[src/include/adc_ctl_pkg.sv]
// package: register map, field positions and types for the converter sample/convert control
package adc_ctl_pkg;
  // register word addresses (byte address, one aligned word each)
  localparam logic [7:0] ADDR_CONTROL_ONE = 8'h00; // adc_control_one
  localparam logic [7:0] ADDR_ENABLE = 8'h04; // converter on bit
  localparam logic [7:0] ADDR_STATUS = 8'h08; // live conversion countdown
  localparam logic [7:0] ADDR_COUNT = 8'h0C; // internal counter preset
  // field positions inside adc_control_one
  localparam int BIT_DONE = 0;
  localparam int BIT_SAMPLE = 1;
  localparam int BIT_AUTO = 2;
  localparam int BIT_RES = 3;
  localparam int SRC_LO = 4;
  localparam int SRC_HI = 7;
  // trigger source codes
  localparam logic [3:0] SRC_MANUAL = 4'h0;
  localparam logic [3:0] SRC_EXT_EXTERNAL_INTERRUPT_ZERO = 4'h1;
  localparam logic [3:0] SRC_TIMER_THREE = 4'h2;
  localparam logic [3:0] SRC_TIMER1_SLEEP = 4'h5;
  localparam logic [3:0] SRC_TIMER1 = 4'h6;
  localparam logic [3:0] SRC_COUNTER = 4'h7;
  localparam logic [3:0] SRC_CCP_FIRST = 4'h8;
  localparam logic [3:0] SRC_CCP_LAST = 4'hD;
  localparam logic [3:0] SRC_CELL_ONE = 4'hE;
  localparam logic [3:0] SRC_CELL_TWO = 4'hF;
  // conversion lengths in core clocks (one per result bit plus one)
  localparam logic [3:0] CONV_CYC_12 = 4'hD;
  localparam logic [3:0] CONV_CYC_10 = 4'hB;
  localparam logic [7:0] COUNT_RESET = 8'h10; // internal counter default
  localparam int NUM_CCP = 6;
  // trigger inputs bundled together
  typedef struct packed {
    logic ext_external_interrupt_zero; // external_interrupt_zero level (pin)
    logic timer_three; // period match pulse
    logic timer_one; // period match pulse
    logic [NUM_CCP-1:0] ccp; // capture_compare_unit_one..six pulses
    logic logic_cell_one; // pulse
    logic logic_cell_two; // pulse
  } trig_t;
  // analog stage hand-off
  typedef struct packed {
    logic acquire; // sample-and-hold acquiring
    logic convert; // conversion running
    logic res12; // resolution to the converter
  } sha_ctl_t;
endpackage : adc_ctl_pkg

[src/rtl/adc_sync2.sv]
// two-flop synchroniser with edge output for the external interrupt pin
`timescale 1ns/1ps
module adc_sync2 (
  // clock and reset
  input wire logic core_clk,
  input wire logic rstn,
  // pin side
  input wire logic pin_in,
  input wire logic rising, // which edge counts as active
  // core side
  output logic edge_pulse
);
  logic meta_r; // first stage, read only by stage two
  logic sync_r; // second stage
  logic prev_r; // previous synced level for edge detect

  // synchroniser chain
  always_ff @(posedge core_clk or negedge rstn) begin
    if (!rstn) begin
      meta_r <= 1'b0;
      sync_r <= 1'b0;
      prev_r <= 1'b0;
    end else begin
      meta_r <= pin_in;
      sync_r <= meta_r;
      prev_r <= sync_r;
    end
  end

  // edge picked by polarity
  assign edge_pulse = rising ? (sync_r & ~prev_r) : (~sync_r & prev_r);
endmodule : adc_sync2

[src/rtl/adc_sample_convert_control.sv]
// converter sample/convert sequencer with control register and trigger selection
// Operation
// RL1: code 1111 lets logic cell two trigger
// RL2: codes 1000-1101 pick capture/compare units one-six
// RL3: code 0010 lets timer three match trigger
// RL4: code 0001 lets external interrupt edge trigger
// RL5: code 0000 means sample-enable clear triggers
// RL6: resolution bit one is 12-bit, zero 10-bit
// RL7: auto-start resamples after conversion, sets sample-enable
// RL8: sample-enable reads one while acquiring only
// RL9: writing one starts sampling when auto-start clear
// RL10: writing zero converts when source is 0000
// RL11: done flag shows a finished conversion
// RL12: clearing done leaves running work untouched
// RL13: auto mode clears done at next sample
// RL14: disabled converter holds sample-enable zero
// RL15: done sets with result valid, same cycle
`timescale 1ns/1ps
module adc_sample_convert_control (
  // clock and reset
  input wire logic core_clk,
  input wire logic rstn,
  // register port
  input wire logic [7:0] reg_addr,
  input wire logic [31:0] reg_wdata,
  input wire logic reg_wr,
  input wire logic reg_rd,
  output logic [31:0] reg_rdata,
  // trigger sources
  input wire adc_ctl_pkg::trig_t trig,
  // analog stage
  output adc_ctl_pkg::sha_ctl_t sha_ctl,
  output logic result_valid
);
  typedef enum logic [1:0] {ST_IDLE, ST_SAMPLE, ST_CONVERT} state_t;

  state_t state_r; // sequencer state
  logic on_r; // converter enable
  logic [3:0] src_r; // trigger_source_select
  logic res_r; // resolution_select
  logic auto_r; // sample_auto_start
  logic done_r; // conversion done flag
  logic [7:0] cnt_preset_r; // internal counter sample length
  logic [7:0] sample_enable_cnt_r; // internal counter
  logic [3:0] conv_cnt_r; // conversion countdown
  logic result_valid_r; // result strobe
  logic [31:0] rdata_r; // read data register
  logic ext_edge; // synchronised pin edge
  logic trig_hit; // selected hardware trigger
  logic wr_ctl; // write to control register
  logic start_sample_enable; // begin acquisition
  logic end_sample_enable; // end acquisition, convert
  logic conv_last; // final conversion cycle

  // external pin enters through two flops
  adc_sync2 u_sync (
    .core_clk(core_clk),
    .rstn(rstn),
    .pin_in(trig.ext_external_interrupt_zero),
    .rising(1'b1),
    .edge_pulse(ext_edge)
  );

  assign wr_ctl = reg_wr && (reg_addr == adc_ctl_pkg::ADDR_CONTROL_ONE);

  // hardware trigger mux
  always_comb begin
    trig_hit = 1'b0;
    unique case (src_r)
      adc_ctl_pkg::SRC_CELL_TWO: trig_hit = trig.logic_cell_two; // RL1
      adc_ctl_pkg::SRC_CELL_ONE: trig_hit = trig.logic_cell_one;
      adc_ctl_pkg::SRC_TIMER_THREE: trig_hit = trig.timer_three; // RL3
      adc_ctl_pkg::SRC_EXT_EXTERNAL_INTERRUPT_ZERO: trig_hit = ext_edge; // RL4
      adc_ctl_pkg::SRC_TIMER1, adc_ctl_pkg::SRC_TIMER1_SLEEP: trig_hit = trig.timer_one;
      adc_ctl_pkg::SRC_COUNTER: trig_hit = (sample_enable_cnt_r == 8'h00);
      default: begin
        // ccp codes map in order; reserved and manual codes never fire
        if (src_r >= adc_ctl_pkg::SRC_CCP_FIRST && src_r <= adc_ctl_pkg::SRC_CCP_LAST) begin
          trig_hit = trig.ccp[3'(src_r - adc_ctl_pkg::SRC_CCP_FIRST)]; // RL2
        end
      end
    endcase
  end

  // sample start from idle: auto-start, else writing one with auto clear; converter on only
  always_comb begin
    start_sample_enable = 1'b0;
    if (on_r && state_r == ST_IDLE) begin
      if (auto_r) begin
        start_sample_enable = 1'b1; // RL7
      end else if (wr_ctl && reg_wdata[adc_ctl_pkg::BIT_SAMPLE]) begin
        start_sample_enable = 1'b1; // RL9
      end
    end
  end

  // end of acquisition: software clear in manual code, else selected event
  always_comb begin
    end_sample_enable = 1'b0;
    if (state_r == ST_SAMPLE) begin
      if (src_r == adc_ctl_pkg::SRC_MANUAL) begin
        end_sample_enable = wr_ctl && !reg_wdata[adc_ctl_pkg::BIT_SAMPLE]; // RL5 RL10
      end else begin
        end_sample_enable = trig_hit;
      end
    end
  end

  assign conv_last = (state_r == ST_CONVERT) && (conv_cnt_r == 4'h1);

  // sequencer; disabling aborts to idle so sample-enable drops
  always_ff @(posedge core_clk or negedge rstn) begin
    if (!rstn) begin
      state_r <= ST_IDLE;
    end else if (!on_r) begin
      state_r <= ST_IDLE; // RL14
    end else begin
      unique case (state_r)
        ST_IDLE: if (start_sample_enable) state_r <= ST_SAMPLE;
        ST_SAMPLE: if (end_sample_enable) state_r <= ST_CONVERT;
        ST_CONVERT: if (conv_last) state_r <= ST_IDLE; // auto restarts from idle next cycle
      endcase
    end
  end

  // conversion length follows resolution
  always_ff @(posedge core_clk or negedge rstn) begin
    if (!rstn) begin
      conv_cnt_r <= 4'h0;
    end else if (end_sample_enable) begin
      conv_cnt_r <= res_r ? adc_ctl_pkg::CONV_CYC_12 : adc_ctl_pkg::CONV_CYC_10; // RL6
    end else if (state_r == ST_CONVERT && conv_cnt_r != 4'h0) begin
      conv_cnt_r <= conv_cnt_r - 4'h1;
    end
  end

  // internal counter runs down during acquisition
  always_ff @(posedge core_clk or negedge rstn) begin
    if (!rstn) begin
      sample_enable_cnt_r <= 8'h00;
    end else if (start_sample_enable) begin
      sample_enable_cnt_r <= cnt_preset_r;
    end else if (state_r == ST_SAMPLE && sample_enable_cnt_r != 8'h00) begin
      sample_enable_cnt_r <= sample_enable_cnt_r - 8'h01;
    end
  end

  // result strobe
  always_ff @(posedge core_clk or negedge rstn) begin
    if (!rstn) begin
      result_valid_r <= 1'b0;
    end else begin
      result_valid_r <= conv_last && on_r;
    end
  end

  // done flag: set beats software clear; auto start clears it
  always_ff @(posedge core_clk or negedge rstn) begin
    if (!rstn) begin
      done_r <= 1'b0;
    end else if (conv_last && on_r) begin
      done_r <= 1'b1; // RL11 RL15
    end else if (start_sample_enable && auto_r) begin
      done_r <= 1'b0; // RL13
    end else if (wr_ctl && !reg_wdata[adc_ctl_pkg::BIT_DONE]) begin
      done_r <= 1'b0; // RL12
    end
  end

  // configuration fields; the sequencer never looks at the done write
  always_ff @(posedge core_clk or negedge rstn) begin
    if (!rstn) begin
      src_r <= 4'h0;
      res_r <= 1'b0;
      auto_r <= 1'b0;
      on_r <= 1'b0;
      cnt_preset_r <= adc_ctl_pkg::COUNT_RESET;
    end else begin
      if (wr_ctl) begin
        src_r <= reg_wdata[adc_ctl_pkg::SRC_HI:adc_ctl_pkg::SRC_LO];
        res_r <= reg_wdata[adc_ctl_pkg::BIT_RES];
        auto_r <= reg_wdata[adc_ctl_pkg::BIT_AUTO];
      end
      if (reg_wr && reg_addr == adc_ctl_pkg::ADDR_ENABLE) begin
        on_r <= reg_wdata[0];
      end
      if (reg_wr && reg_addr == adc_ctl_pkg::ADDR_COUNT) begin
        cnt_preset_r <= reg_wdata[7:0];
      end
    end
  end

  // read data one cycle after strobe; unmapped reads zero
  always_ff @(posedge core_clk or negedge rstn) begin
    if (!rstn) begin
      rdata_r <= 32'h0000_0000;
    end else if (reg_rd) begin
      unique case (reg_addr)
        adc_ctl_pkg::ADDR_CONTROL_ONE:
          rdata_r <= {24'h00_0000, src_r, res_r, auto_r, (state_r == ST_SAMPLE), done_r}; // RL8
        adc_ctl_pkg::ADDR_ENABLE: rdata_r <= {31'h0000_0000, on_r};
        adc_ctl_pkg::ADDR_STATUS: rdata_r <= {28'h000_0000, conv_cnt_r};
        adc_ctl_pkg::ADDR_COUNT: rdata_r <= {24'h00_0000, cnt_preset_r};
        default: rdata_r <= 32'h0000_0000;
      endcase
    end else begin
      rdata_r <= 32'h0000_0000;
    end
  end

  assign reg_rdata = rdata_r;
  assign result_valid = result_valid_r;
  assign sha_ctl.acquire = (state_r == ST_SAMPLE); // RL8
  assign sha_ctl.convert = (state_r == ST_CONVERT);
  assign sha_ctl.res12 = res_r; // RL6

  // checks
  AST_DONE_WITH_RESULT: assert property (@(posedge core_clk) disable iff (!rstn) // RL15
    result_valid |-> done_r) else $error("done not set with result");
  AST_OFF_NO_SAMPLE: assert property (@(posedge core_clk) disable iff (!rstn) // RL14
    !on_r |=> !sha_ctl.acquire) else $error("sampling while disabled");
  AST_AUTO_RESTART: assert property (@(posedge core_clk) disable iff (!rstn) // RL7
    (result_valid && auto_r && on_r) |=> sha_ctl.acquire) else $error("no auto restart");
  AST_AUTO_CLEAR_DONE: assert property (@(posedge core_clk) disable iff (!rstn) // RL13
    ($rose(sha_ctl.acquire) && $past(auto_r)) |-> !done_r) else $error("done kept in auto");
  AST_MANUAL_START: assert property (@(posedge core_clk) disable iff (!rstn) // RL9
    (wr_ctl && reg_wdata[1] && !auto_r && on_r && state_r == ST_IDLE) |=> sha_ctl.acquire)
    else $error("manual start lost");
  AST_MANUAL_END: assert property (@(posedge core_clk) disable iff (!rstn) // RL10
    (wr_ctl && !reg_wdata[1] && src_r == 4'h0 && on_r && state_r == ST_SAMPLE) |=> sha_ctl.convert)
    else $error("manual end lost");
  AST_CELL2: assert property (@(posedge core_clk) disable iff (!rstn) // RL1
    (src_r == 4'hF && trig.logic_cell_two && on_r && state_r == ST_SAMPLE) |=> sha_ctl.convert)
    else $error("cell two trigger lost");
  AST_TIMER_THREE: assert property (@(posedge core_clk) disable iff (!rstn) // RL3
    (src_r == 4'h2 && trig.timer_three && on_r && state_r == ST_SAMPLE) |=> sha_ctl.convert)
    else $error("timer three trigger lost");
  AST_CONV_LEN12: assert property (@(posedge core_clk) disable iff (!rstn) // RL6
    ($rose(sha_ctl.convert) && res_r && on_r) |-> ##13 (result_valid || !on_r || $past(!on_r)))
    else $error("12-bit length wrong");
endmodule : adc_sample_convert_control

[config.mk]
export PLATFORM = sky130hd
export DESIGN_NAME = adc_sample_convert_control
export DESIGN_NICKNAME = d
export VERILOG_FILES = /design/src/include/adc_ctl_pkg.sv /design/src/rtl/adc_sync2.sv /design/src/rtl/adc_sample_convert_control.sv
export SDC_FILE = /design/constraint.sdc
export NUM_CORES = 1
export LEC_CHECK = 0
export ABC_AREA = 1
export BUFFER_PORTS_ARGS = -buffer_cell sky130_fd_sc_hd__buf_4
export CORE_UTILIZATION = 45
export DETAILED_ROUTE_END_ITERATION = 12
export MAX_ROUTING_LAYER = met4
export PLACE_DENSITY = 0.71
export RECOVER_POWER = 100
export SKIP_CTS_REPAIR_TIMING = 1
export SLEW_MARGIN = 20
export SYNTH_ARGS = -nofsm -noshare
export SYNTH_HDL_FRONTEND = slang
export SYNTH_SLANG_ARGS = --single-unit
[constraint.sdc]
create_clock -name core_clk -period 2.1 [get_ports core_clk]
set_input_delay 0.21 -clock core_clk [delete_from_list [all_inputs] [get_ports core_clk]]
set_output_delay 0.21 -clock core_clk [all_outputs]
set_load 0.01 [all_outputs]
==> results.md <==
* Area Overhead vs Synth at 14.9%
* CP Class: reg2reg
* WHS at between 100 and 150 ps
* Vias in the first global route at 1903
* Fin crit share at 83.7%
* Final Hold Viols at 0
* Pint at between 1.5 and 2 mW
* Crit start category: flip-flop
* TritonRoute pass-1 iters at 5
* CP Data Required Time at 2260 ps
* Std-Cell Rows at 26
* Switch Pwr at approximately 970 uW
* Worst EP arrival at about 1900 ps
* Number of synthesized flops with an enable pin at 0
* Crit. End Element: flip-flop
* Synth Warn # at 0
* Slew margin rel. at around a third
* Max VDD drop at ~0.34 mV
* Sequential power share at 38.5%
* First-pass GRT wire length at roughly 8400 um
* Most common cell after layout, fill and taps aside: nand2_1
* Initial Util at 47.7%
* Switching Share at roughly a third
* Worst Hold Class: in2reg
* Initial antenna violation count at 0
* 1st-iter DRT viols at approximately 110
* DIE WIDTH at ~77 um
* Max_cap viols at 0
* Clock Sinks at between 40 and 50
* Min Tclk post-route at ~1800 ps
* Crit-path max FO at 6
* Clock share of power at between 20 and 30%
* Most frequent cells in the layout: nand2_1 (81), inv_1 (46), dfrtp_1 (41)
* PD cells at ~980 nW/um^2
* DRT antenna net count at 0
* Max Clk Rate at 569 MHz
* Final worst-path setup slack at 342 ps
* GRT Residual Overflow at 0
* Die area at approximately 5900 um^2
* Port Buffers at 42
* Worst-Margin Slew at between 1000 and 1500 ps
* Via density at 4.68
* Total negative slack at 0 ps
* Core area at between 5000 and 6000 um^2
* Synth Register Bits at 42
* Largest net degree at the start of global routing at between 40 and 50
* Via Count at just over 2k
* H-tree levels at 2
* Pre-CTS WS at around 460 ps
* # DRC at 0
* Final number of setup-violating endpoints at 0
* Gate power share at about a third
* Cells after Synth at between 300 and 400
* Die outline height at roughly 77 um
* Ports at 91
* Syn Area/Cell at roughly 7.9 um^2
* Reg clk slew, reported paths at ~80 ps
* Placed cells at around 430
* Max Root-Sink Buffers at 2
* Final core utilization at between 50% and 60%
* Distinct cells, synth at 32
* Clock Tree Root: clkbuf_8
* Routed WL at 4850 um
* Non-Filler Instances at about 440
* Clock latency on the worst-skew pair at 290 ps
* Top FF cell, synth: dfrtp_1
* Layout filler cell count at 512
* Final nets at approximately 430
* Layout cell share with drive strength beyond 1 at approximately 14%
* Status: finished clean
* FFs w/ async S/R, synth at 100%
* CTS tree: built
* Routed len/inst at around 11 um
* Syn Std Cell Area at ~2500 um^2
* Sequential Area at about 1100 um^2
* Register area share after synthesis at between 40% and 50%
* Gp weighted congestion at between 0.8 and 0.9
* Final Slew Violations at 0
* Gr usage total at between 10% and 20%
* Unrepaired setup endpoints after global routing: no
* Ant. Diodes at 0
* Clock Skew at ~9.5 ps
* Area of the multi-input gates at roughly 1100 um^2
* Lkg Pwr at ~1.5 nW
* DP HPWL at approximately 3700 um
* Cts bufs inserted at 5
critical path, cell delays in order, from the launching register on:
cell      delay (ps)
dfrtp_1          380
inv_1            150
ha_1             180
nand3_1          100
or2_1            230
nand2_1          170
inv_2             40
nand2_1          120
inv_1            110
nand2_1           70
o211ai_1          80
power groups by stage:
stage                     clock network (mW)  registers (mW)  logic (mW)
after floorplan                            0            1.07       0.795
after global placement                     0            1.09       0.966
after detailed placement                   0            1.10       0.983
after CTS                              0.797            1.08       0.989
after global routing                   0.838            1.10        1.10
final                                  0.781            1.08       0.941
final timing paths:
| check | start | slack (ps) | to | depth (start not counted) |
|---|---|---|---|---|
| setup / recovery | sample_enable_cnt_r[0] | 340 | sample_enable_cnt_r[6] | 10 |
| hold / removal | reg_wdata[4] | 130 | cnt_preset_r[4] | 3 |
| setup reg to reg | sample_enable_cnt_r[0] | 340 | sample_enable_cnt_r[6] | 10 |
| hold reg to reg | u_sync.meta_r | 360 | u_sync.sync_r | 0 |
| max in group asynchronous | rstn | 860 | auto_r | 2 |
| min in group asynchronous | rstn | 620 | reg_rdata[0] | 2 |
flip-flops by register name, summed over array words and instances (netlist names):
register	count
reg_rdata	8
src_r	4
sample_enable_cnt_r	8
u_sync.sync_r	1
result_valid	1
res_r	1
cnt_preset_r	8
on_r	1
u_sync.prev_r	1
done_r	1
state_r	2
u_sync.meta_r	1
conv_cnt_r	4
auto_r	1
stage by stage:
stage / cell area, um^2 / power, mW
2_1_floorplan: 2580 / 1.86
3_3_place_gp: 2790 / 2.06
3_5_place_dp: 2790 / 2.08
4_1_cts: 2930 / 2.87
5_1_grt: 2870 / 3.04
6_report: 2870 / 2.80
synth_stat cells (all sizes together) (2+ instances only):
master	n	share of area, %
o21ai	21	4.2
dfrtp	41	41
buf	29	8.6
o211ai	9	2.7
nor3	2	0.40
a21oi	5	1.0
nand3	23	5.0
nand2	84	14
ha	7	3.5
nand4	7	2.0
xor2	6	2.1
nor2	23	4.1
mux2	2	0.90
inv	51	7.7
area by class of cell:
type	count	area share (%)
Tap cell	70	3.05
Sequential cell	42	36.6
Clock buffer	6	2.88
Timing Repair Buffer	46	10.3
Inverter	51	6.67
Multi-Input combinational cell	219	38.4
Clock inverter	2	2.09
cell families after synthesis:
family / after synthesis / synth area share (%)
buffers and inverters: 80 / 16.2
adder cells (fa/ha/maj): 7 / 3.51
other: 1 / 0.150
XOR/XNOR: 7 / 2.45
AO/OA/AOI/OAI: 38 / 8.71
multiplexers: 2 / 0.901
AND/OR/NAND/NOR: 141 / 25.9
flip-flops: 42 / 42.1
layer usage:
layer / wire length (um) / track usage, % / vias up
met2: 2230 / 28.9 / 64
li1: - / - / 1052
met1: 2310 / 24.0 / 916
met3: 227 / 4.55 / 8
met5: 0 / - / -
met4: 83 / 7.31 / 0
No activity file was read; power rests on OpenSTA's default activity.
